<file path="config.mk">
export PLATFORM = sky130hd
export DESIGN_NAME = trs_reset_sequencer
export DESIGN_NICKNAME = d
export VERILOG_FILES = /design/src/trs_pkg.sv /design/src/trs_reset_sequencer.sv /design/src/trs_sync.sv
export VERILOG_INCLUDE_DIRS = /design/src
export SDC_FILE = /design/constraint.sdc
export NUM_CORES = 1
export LEC_CHECK = 0
export ABC_AREA = 1
export BUFFER_PORTS_ARGS = -buffer_cell sky130_fd_sc_hd__buf_2
export CORE_MARGIN = 2
export CORE_UTILIZATION = 40
export DETAILED_ROUTE_END_ITERATION = 10
export MAX_ROUTING_LAYER = met4
export PLACE_DENSITY = 0.61
export SETUP_SLACK_MARGIN = 0.15
export SLEW_MARGIN = 25
export SYNTH_ARGS = -nofsm -noshare
export SYNTH_HDL_FRONTEND = slang
export SYNTH_HIERARCHICAL = 1
export SYNTH_SLANG_ARGS = --single-unit
export TNS_END_PERCENT = 20
</file>
<file path="constraint.sdc">
create_clock -name clk_sys_in -period 1.8 [get_ports clk_sys_in]
set_input_delay 0.36 -clock clk_sys_in [delete_from_list [all_inputs] [get_ports clk_sys_in]]
set_output_delay 0.36 -clock clk_sys_in [all_outputs]
set_load 0.01 [all_outputs]
</file>
<file path="src/trs_defs.svh">
// Constants for the transceiver reset sequencer
`ifndef TRS_DEFS_SVH
`define TRS_DEFS_SVH
`define TRS_TX_PULSE_CYCLES 4'h1
`define TRS_SYNC_STAGES 2
`define TRS_DONE_BLANK_CYCLES 2'h3
`endif

</file>
<file path="src/trs_pkg.sv">
// Types for the transceiver reset sequencer
`default_nettype none
package trs_pkg;
  typedef enum logic [2:0] {
    TRS_TX_PULSE,
    TRS_TX_WAIT,
    TRS_TX_DONE,
    TRS_RX_WAIT,
    TRS_RX_DONE
  } trs_state_t;
endpackage
`default_nettype wire

</file>
<file path="src/trs_reset_sequencer.sv">
// Transmit then receive reset sequencer for a buffer-bypassed transceiver
`timescale 1ns/1ps
`default_nettype none
`include "trs_defs.svh"

// Contract
// - Sequencer drives both buffer resets itself
// - First pulse transmit reset one cycle
// - Wait for transmit reset done high
// - Transmit reset already low since the pulse, enable user transmit
// - Then assert receive reset
// - Hold receive reset until done high
// - Release receive reset, enable user receive
module trs_reset_sequencer
  import trs_pkg::*;
(
  input wire logic clk_sys_in,
  input wire logic rst_in,
  input wire logic tx_reset_done_in,
  input wire logic rx_reset_done_in,
  output logic tx_reset_out,
  output logic rx_reset_out,
  output logic tx_ready_out,
  output logic rx_ready_out
);
  // ---------------------------------------------------------------
  // Synchronised status
  // ---------------------------------------------------------------
  logic [1:0] done_sync;
  wire tx_done;
  wire rx_done;

  // Done levels may come from the transceiver's own clock domain
  trs_sync u_sync (
    .clk_sys_in(clk_sys_in),
    .rst_in(rst_in),
    .async_in({rx_reset_done_in, tx_reset_done_in}),
    .sync_out(done_sync)
  );
  assign tx_done = done_sync[0];
  assign rx_done = done_sync[1];

  // ---------------------------------------------------------------
  // Sequence state
  // ---------------------------------------------------------------
  // The sequence runs once per system reset:
  //   pulse transmit reset, wait for transmit done, enable transmit,
  //   hold receive reset, wait for receive done, enable receive.
  // After that the block parks with both transceiver resets low.
  // Holding the pulse out of the reset interval keeps it exactly as long
  // as the counted cycles, however long the system reset was held.
  trs_state_t state_reg;
  trs_state_t state_next;
  logic [3:0] pulse_cnt_reg;
  logic [3:0] pulse_cnt_next;
  logic [1:0] blank_cnt_reg;
  logic [1:0] blank_cnt_next;

  // ---------------------------------------------------------------
  // State decode
  // ---------------------------------------------------------------
  wire in_tx_pulse;
  wire in_tx_wait;
  wire in_rx_wait;
  wire in_wait;

  assign in_tx_pulse = (state_reg == TRS_TX_PULSE);
  assign in_tx_wait = (state_reg == TRS_TX_WAIT);
  assign in_rx_wait = (state_reg == TRS_RX_WAIT);
  assign in_wait = in_tx_wait || in_rx_wait;

  // ---------------------------------------------------------------
  // Transmit pulse length
  // ---------------------------------------------------------------
  // Counted rather than implied by one state, so a longer pulse is only a new constant
  wire pulse_last;

  assign pulse_last = (pulse_cnt_reg == (`TRS_TX_PULSE_CYCLES - 4'h1));
  assign pulse_cnt_next = in_tx_pulse ? (pulse_cnt_reg + 4'h1) : 4'h0;

  always_ff @(posedge clk_sys_in or posedge rst_in) begin
    if (rst_in) begin
      pulse_cnt_reg <= 4'h0;
    end else begin
      pulse_cnt_reg <= pulse_cnt_next;
    end
  end

  // ---------------------------------------------------------------
  // Done blanking
  // ---------------------------------------------------------------
  // A done level left high from before the pulse still sits in the synchroniser
  // right after it; it must not count as the answer to this pulse.
  // The window covers the two sync flops plus the transceiver's first reaction.
  // Limitation: a transceiver slower than that to drop done is still misread.
  wire blank_over;
  wire tx_done_seen;
  wire rx_done_seen;

  assign blank_over = (blank_cnt_reg == `TRS_DONE_BLANK_CYCLES);
  assign blank_cnt_next = !in_wait ? 2'h0 :
                          (blank_over ? blank_cnt_reg : (blank_cnt_reg + 2'h1));
  assign tx_done_seen = in_tx_wait && blank_over && tx_done;
  assign rx_done_seen = in_rx_wait && blank_over && rx_done;

  always_ff @(posedge clk_sys_in or posedge rst_in) begin
    if (rst_in) begin
      blank_cnt_reg <= 2'h0;
    end else begin
      blank_cnt_reg <= blank_cnt_next;
    end
  end

  // ---------------------------------------------------------------
  // Next state
  // ---------------------------------------------------------------
  // Each wait state only leaves on its own done level; the other one is ignored
  always_comb begin
    case (state_reg)
      TRS_TX_PULSE: begin
        state_next = pulse_last ? TRS_TX_WAIT : TRS_TX_PULSE;
      end
      TRS_TX_WAIT: begin
        state_next = tx_done_seen ? TRS_TX_DONE : TRS_TX_WAIT;
      end
      TRS_TX_DONE: begin
        state_next = TRS_RX_WAIT;
      end
      TRS_RX_WAIT: begin
        state_next = rx_done_seen ? TRS_RX_DONE : TRS_RX_WAIT;
      end
      TRS_RX_DONE: begin
        state_next = TRS_RX_DONE;
      end
      default: begin
        state_next = TRS_TX_PULSE;
      end
    endcase
  end

  // Async reset restarts the whole sequence from the pulse
  always_ff @(posedge clk_sys_in or posedge rst_in) begin
    if (rst_in) begin
      state_reg <= TRS_TX_PULSE;
    end else begin
      state_reg <= state_next;
    end
  end

  // ---------------------------------------------------------------
  // Output decode
  // ---------------------------------------------------------------
  // The transmit reset follows the current state, so it rises one edge after
  // reset release and spans exactly the counted cycles; levels that mark a
  // phase are decoded from the next state so they line up with it.
  wire tx_reset_next;
  wire rx_reset_next;
  wire tx_ready_next;
  wire rx_ready_next;
  wire next_tx_done;
  wire next_rx_wait;
  wire next_rx_done;

  assign next_tx_done = (state_next == TRS_TX_DONE);
  assign next_rx_wait = (state_next == TRS_RX_WAIT);
  assign next_rx_done = (state_next == TRS_RX_DONE);

  assign tx_reset_next = in_tx_pulse;
  assign rx_reset_next = next_rx_wait;
  // Transmit stays enabled through the whole receive phase
  assign tx_ready_next = next_tx_done || next_rx_wait || next_rx_done;
  assign rx_ready_next = next_rx_done;

  // ---------------------------------------------------------------
  // Output registers
  // ---------------------------------------------------------------
  // Every pin comes straight from a flop; reset holds both transceiver resets low

  // Transmit reset pulse
  always_ff @(posedge clk_sys_in or posedge rst_in) begin
    if (rst_in) begin
      tx_reset_out <= 1'b0;
    end else begin
      tx_reset_out <= tx_reset_next;
    end
  end

  // Receive reset level
  always_ff @(posedge clk_sys_in or posedge rst_in) begin
    if (rst_in) begin
      rx_reset_out <= 1'b0;
    end else begin
      rx_reset_out <= rx_reset_next;
    end
  end

  // User transmit enable
  always_ff @(posedge clk_sys_in or posedge rst_in) begin
    if (rst_in) begin
      tx_ready_out <= 1'b0;
    end else begin
      tx_ready_out <= tx_ready_next;
    end
  end

  // User receive enable
  always_ff @(posedge clk_sys_in or posedge rst_in) begin
    if (rst_in) begin
      rx_ready_out <= 1'b0;
    end else begin
      rx_ready_out <= rx_ready_next;
    end
  end
endmodule // trs_reset_sequencer
`default_nettype wire

</file>
<file path="src/trs_sync.sv">
// Two-stage synchroniser for the reset-done levels
`timescale 1ns/1ps
`default_nettype none
module trs_sync (
  input wire logic clk_sys_in,
  input wire logic rst_in,
  input wire logic [1:0] async_in,
  output logic [1:0] sync_out
);
  logic [1:0] meta_reg;
  logic [1:0] sync_reg;

  genvar i;
  generate
    for (i = 0; i < 2; i++) begin : g_bit
      always_ff @(posedge clk_sys_in or posedge rst_in) begin
        if (rst_in) begin
          meta_reg[i] <= 1'b0;
          sync_reg[i] <= 1'b0;
        end else begin
          meta_reg[i] <= async_in[i];
          sync_reg[i] <= meta_reg[i];
        end
      end
    end
  endgenerate

  assign sync_out = sync_reg;
endmodule // trs_sync
`default_nettype wire

</file>
# == Yosys cells after proc, flatten, opt, wreduce, memory -nomap -nowiden ==
# Index checks and enable logic that the tools add are counted.
# totals
register_bits,17
out_inout_bits,4
# classes
addsub,2
n_eq_ne,9
n_mux,7
reduce_logical,9
# op_table
op,n
case mux 3 bit (5 select lines),1
equality test 3 x 2 -> 1 bit (second input constant),4
equality test 3 bit (second input constant),2
2-to-1 mux 2 bit,3
adder 4 x 1 -> 4 bit (second input constant),1
logical AND 1 bit,4
logical NOT 4 bit,1
2-to-1 mux 4 bit,1
equality test 3 x 1 -> 1 bit (second input constant),1
logical NOT 3 bit,1
logical OR 1 bit,3
2-to-1 mux 3 bit,1
adder 2 x 1 -> 2 bit (second input constant),1
equality test 2 bit (second input constant),1
inequality test 2 bit (second input constant),1
2-to-1 mux 1 bit,1

# == Longest topological paths before layout ==
# logic_depth
word_depth,8
ltp_mapped,6

# == Modules after synthesis ==
# Netlist, hierarchy kept.
# modules_own_cells
mod,n_inst,cells_each,area_each_um2,seq_area_each_um2
trs_reset_sequencer,1,63,578.1,325.3
trs_sync,1,5,103.8,100.1

# == Worst setup path before layout ==
# Ideal clock, no wire load.
# synth_timing
kind,reg-to-reg
from,register blank_cnt_reg[0]
to,register tx_ready_out
setup_time_ns,0.118
arrival_ns,0.903
setup_slack_ns,0.779
path_stages_with_launch,7
n_path_buf,0
path_cell_list,dfrtp_1 ha_1 nand3_1 nand2_2 inv_2 nor2_4 nand2_1
# synth_between
elab_chain_cells,8
word_cells_on_any_way,13
cone_classes,eq/ne (4); mux (3); reduce/logical (6)
# synth_rtl
element,line,source
"start, declared",trs_reset_sequencer.sv:56,logic [1:0] blank_cnt_reg;
"start signal, assigned",trs_reset_sequencer.sv:110,blank_cnt_reg <= blank_cnt_next;
equality test 2 bit (no source line) *,n/a,
logical AND 1 bit (on tied branches) (2 in series),"trs_reset_sequencer.sv:104, trs_reset_sequencer.sv:103",
2-to-1 mux 3 bit or 2-to-1 mux 2 bit (tied branches),"trs_reset_sequencer.sv:130, trs_reset_sequencer.sv:124",
case mux 3 bit (5 select lines) *,trs_reset_sequencer.sv:119,case (state_reg)
equality test 3 x 2 -> 1 bit *,trs_reset_sequencer.sv:165,assign next_rx_wait = (state_next == TRS_RX_WAIT);
via next_rx_wait,trs_reset_sequencer.sv:161,wire next_rx_wait;
logical OR 1 bit * (2 in series),trs_reset_sequencer.sv:171,assign tx_ready_next = next_tx_done || next_rx_wait || next_rx_done;
via tx_ready_next,trs_reset_sequencer.sv:158,wire tx_ready_next;
"end signal, assigned",trs_reset_sequencer.sv:202,tx_ready_out <= tx_ready_next;
"end, declared",trs_reset_sequencer.sv:23,"output logic tx_ready_out,"
# Mark *: on every way through the listed nets, which the timed path passes. The rest lies on a longest branch.
# A chain may end at the register's enable or synchronous reset.

# == Worst setup path after layout ==
# layout_timing
from,register rx_reset_out
to,output port rx_reset_out
# layout_rtl
element,line,source
"start, declared",trs_reset_sequencer.sv:22,"output logic rx_reset_out,"
"start signal, assigned",trs_reset_sequencer.sv:193,rx_reset_out <= rx_reset_next;
# No word-level cell between the ends.

==> results.json <==
{
  "final_nets": 88,
  "finalCriticalPeriod_ps": 1140,
  "status": "complete, no violations",
  "tightestPinTransition_ps": 500,
  "post_cts.repair.setup_buffers": 0,
  "postRouteWirelength_um": 921,
  "critPathTopFamily": "flip-flops",
  "mappedNetlistArea_um2": 682,
  "port-buffer-count": 7,
  "n_antenna_cell": 0,
  "syn_inst": 68,
  "vias_per_cell": 4.73,
  "yosys_warnings": 6,
  "slew_headroom_pct": 66.6,
  "hold_viol_final": 0,
  "post-route-util_pct": 49.6,
  "cp_data_arrival_time_ps": 780,
  "place_area_um2": 737,
  "crit_fanout": 1,
  "firstDrtPassIters": 4,
  "synth_area_per_cell_um2": 10.0,
  "core_region_area_mm2": 0.00156,
  "largest_reg_flops": 4,
  "power.density_mw_per_mm2": 1510,
  "power.switching_uw": 428,
  "postLayoutCellArea_um2": 773,
  "gp_congestion": 0.744,
  "seq_area_frac_synth_pct": 62.4,
  "finalClockSkew_ps": 4.70,
  "numClockSinks": 17,
  "endpoint_kind": "primary output",
  "htreeDepth": 1,
  "pwr-share-comb_pct": 33.9,
  "yosysUniqueCellTypes": 15,
  "hold_path_class": "in -> reg",
  "antenna_found_initial": 0,
  "crit_type": "reg -> out",
  "max_freq_ghz": 0.880,
  "vdd_ir_drop_max_uv": 760,
  "r2r_slack_ps": 700,
  "drive_above_1_share_pct": 21.3,
  "intPower_uw": 739,
  "p_clk_share_pct": 16.8,
  "vias": 454,
  "cts-resized-gates": 0,
  "crit_buf_inv": 1,
  "drtIter0Drc": 5,
  "ios": 8,
  "cp_slowest_cell": "dfrtp_1",
  "finalNonFillerCells": 96,
  "period_share_pct": 63.1,
  "cts_made_buffers": 3,
  "wl_per_cell_um": 9.59,
  "rsz0062_at_grt": "false",
  "dpl.cell_count": 91,
  "dp_hpwl_um": 717,
  "num_rows": 14,
  "drc_errors": 0,
  "grt_overflow_total": 0,
  "die_w_um": 45.3,
  "grt_pass1_wl_mm": 1.73,
  "die_y_um": 45.3,
  "path_cells": "buf_2",
  "clkLatencyLatePin_ps": 280,
  "leakage_nw": 0.420,
  "swShare_pct": 36.7,
  "start_util_pct": 43.7,
  "grt_util_all_layers_pct": 12.7,
  "power.share.sequential_pct": 49.3,
  "clockBufferDepth": 2,
  "die_area_mm2": 0.00205,
  "finalSetupViolations": 0,
  "postRouteAntennaNets": 0,
  "clkTransAtPathRegs_ps": 90,
  "cts-root-buf": "clkbuf_4",
  "cpPeakStageDelay_ps": 360,
  "first_global_vias": 438,
  "tns_ps": 0,
  "start_kind": "register",
  "maxCapViolCount": 0,
  "required_ps": 1440,
  "grt_max_degree": 14,
  "cts_tree": "built",
  "slew_viol_final": 0,
  "syn2layout_area_growth_pct": 13.4,
  "syn_nets": 75,
  "ys_ff_latch": 17
}
## synthesized netlist by cell type (all sizes together)
master	instances	area share (%)
a21oi	2	1.5
nand2	8	4.8
nor2	11	7.9
inv	15	8.3
nand3	5	3.7
ha	3	5.5
xnor2	1	1.3
nand4	2	1.8
o21ai	4	2.9
dfrtp	17	62
## layout make-up
class / instances / area [um2]
repair buffers: 8 / 45.0
fillers: 155 / 786
well taps: 16 / 20.0
clock buffers: 4 / 26.3
inverters: 15 / 56.3
flip-flops and latches: 17 / 425
multi-input cells: 36 / 200
## timing repair
item                       4_1_cts  5_1_grt
hold buffers                     1        0
hold endpoints to repair         4        0
setup endpoints to repair        0        0
## worst paths after layout
path	to	from	cells past startpoint
min in group asynchronous	u_sync/sync_out[0]$_DFF_PP0_	rst_in	3
hold / removal	u_sync/meta_reg[1]$_DFF_PP0_	rx_reset_done_in	1
max in group asynchronous	pulse_cnt_reg[3]$_DFF_PP0_	rst_in	3
hold reg to reg	u_sync/sync_out[1]$_DFF_PP0_	u_sync/meta_reg[1]$_DFF_PP0_	0
setup / recovery	rx_reset_out	rx_reset_out$_DFF_PP0_	1
setup reg to reg	tx_ready_out$_DFF_PP0_	blank_cnt_reg[0]$_DFFE_PP0P_	6
## power by group through the flow
| stage | logic [mW] | registers, mW | clock network (mW) |
|---|---|---|---|
| floorplan | 0.291 | 0.590 | 0 |
| global placement | 0.395 | 0.582 | 0 |
| detailed placement | 0.400 | 0.585 | 0 |
| CTS | 0.405 | 0.576 | 0.204 |
| global route | 0.468 | 0.595 | 0.220 |
| finish | 0.395 | 0.575 | 0.196 |
## kinds of logic after synthesis
kind of cell               after synthesis  share of synthesized area, %
DFF                                     17                          62.4
and+or+nand+nor                         26                          18.2
xor gates and xnor gates                 1                          1.28
buffers and inverters                   15                          8.26
AOI/OAI and AO/OA                        6                          4.40
adders and majority gates                3                          5.51
## layout by cell type (no fill, tap or decap)
| cell | synthesis | routed |
|---|---|---|
| clkbuf_4 | 0 | 3 |
| nand2_1 | 7 | 7 |
| nand2_2 | 1 | 1 |
| nor2_2 | 2 | 2 |
| nand4_1 | 2 | 2 |
| dlygate4sd3_1 | 0 | 1 |
| inv_1 | 12 | 12 |
| o21ai_1 | 3 | 3 |
| nand3_1 | 5 | 5 |
| dfrtp_1 | 17 | 17 |
| nor2_1 | 8 | 8 |
| clkbuf_1 | 0 | 1 |
| ha_1 | 3 | 3 |
| inv_2 | 3 | 3 |
| nor2_4 | 1 | 1 |
| o21ai_0 | 1 | 1 |
| xnor2_1 | 1 | 1 |
| a21oi_1 | 2 | 2 |
| buf_2 | 0 | 7 |
## metal layers
metal,part of all wire (%),vias to the layer above,wire length [um],global-route usage (%)
li1,-,231,-,-
met1,46,207,426,13.6
met2,46,12,421,20.0
met3,5.3,4,49,3.60
met4,2.5,0,23,8.82
met5,0,-,0,-
## through the flow
step           power, mW  setup slack, ps  hold slack (ps)
4_1_cts             1.18              655              170
3_3_place_gp       0.977              751              253
6_report            1.17              664              177
5_1_grt             1.28              622              156
3_5_place_dp       0.985              705              262
2_1_floorplan      0.881              779              126
(Power assumes the default switching activity.)
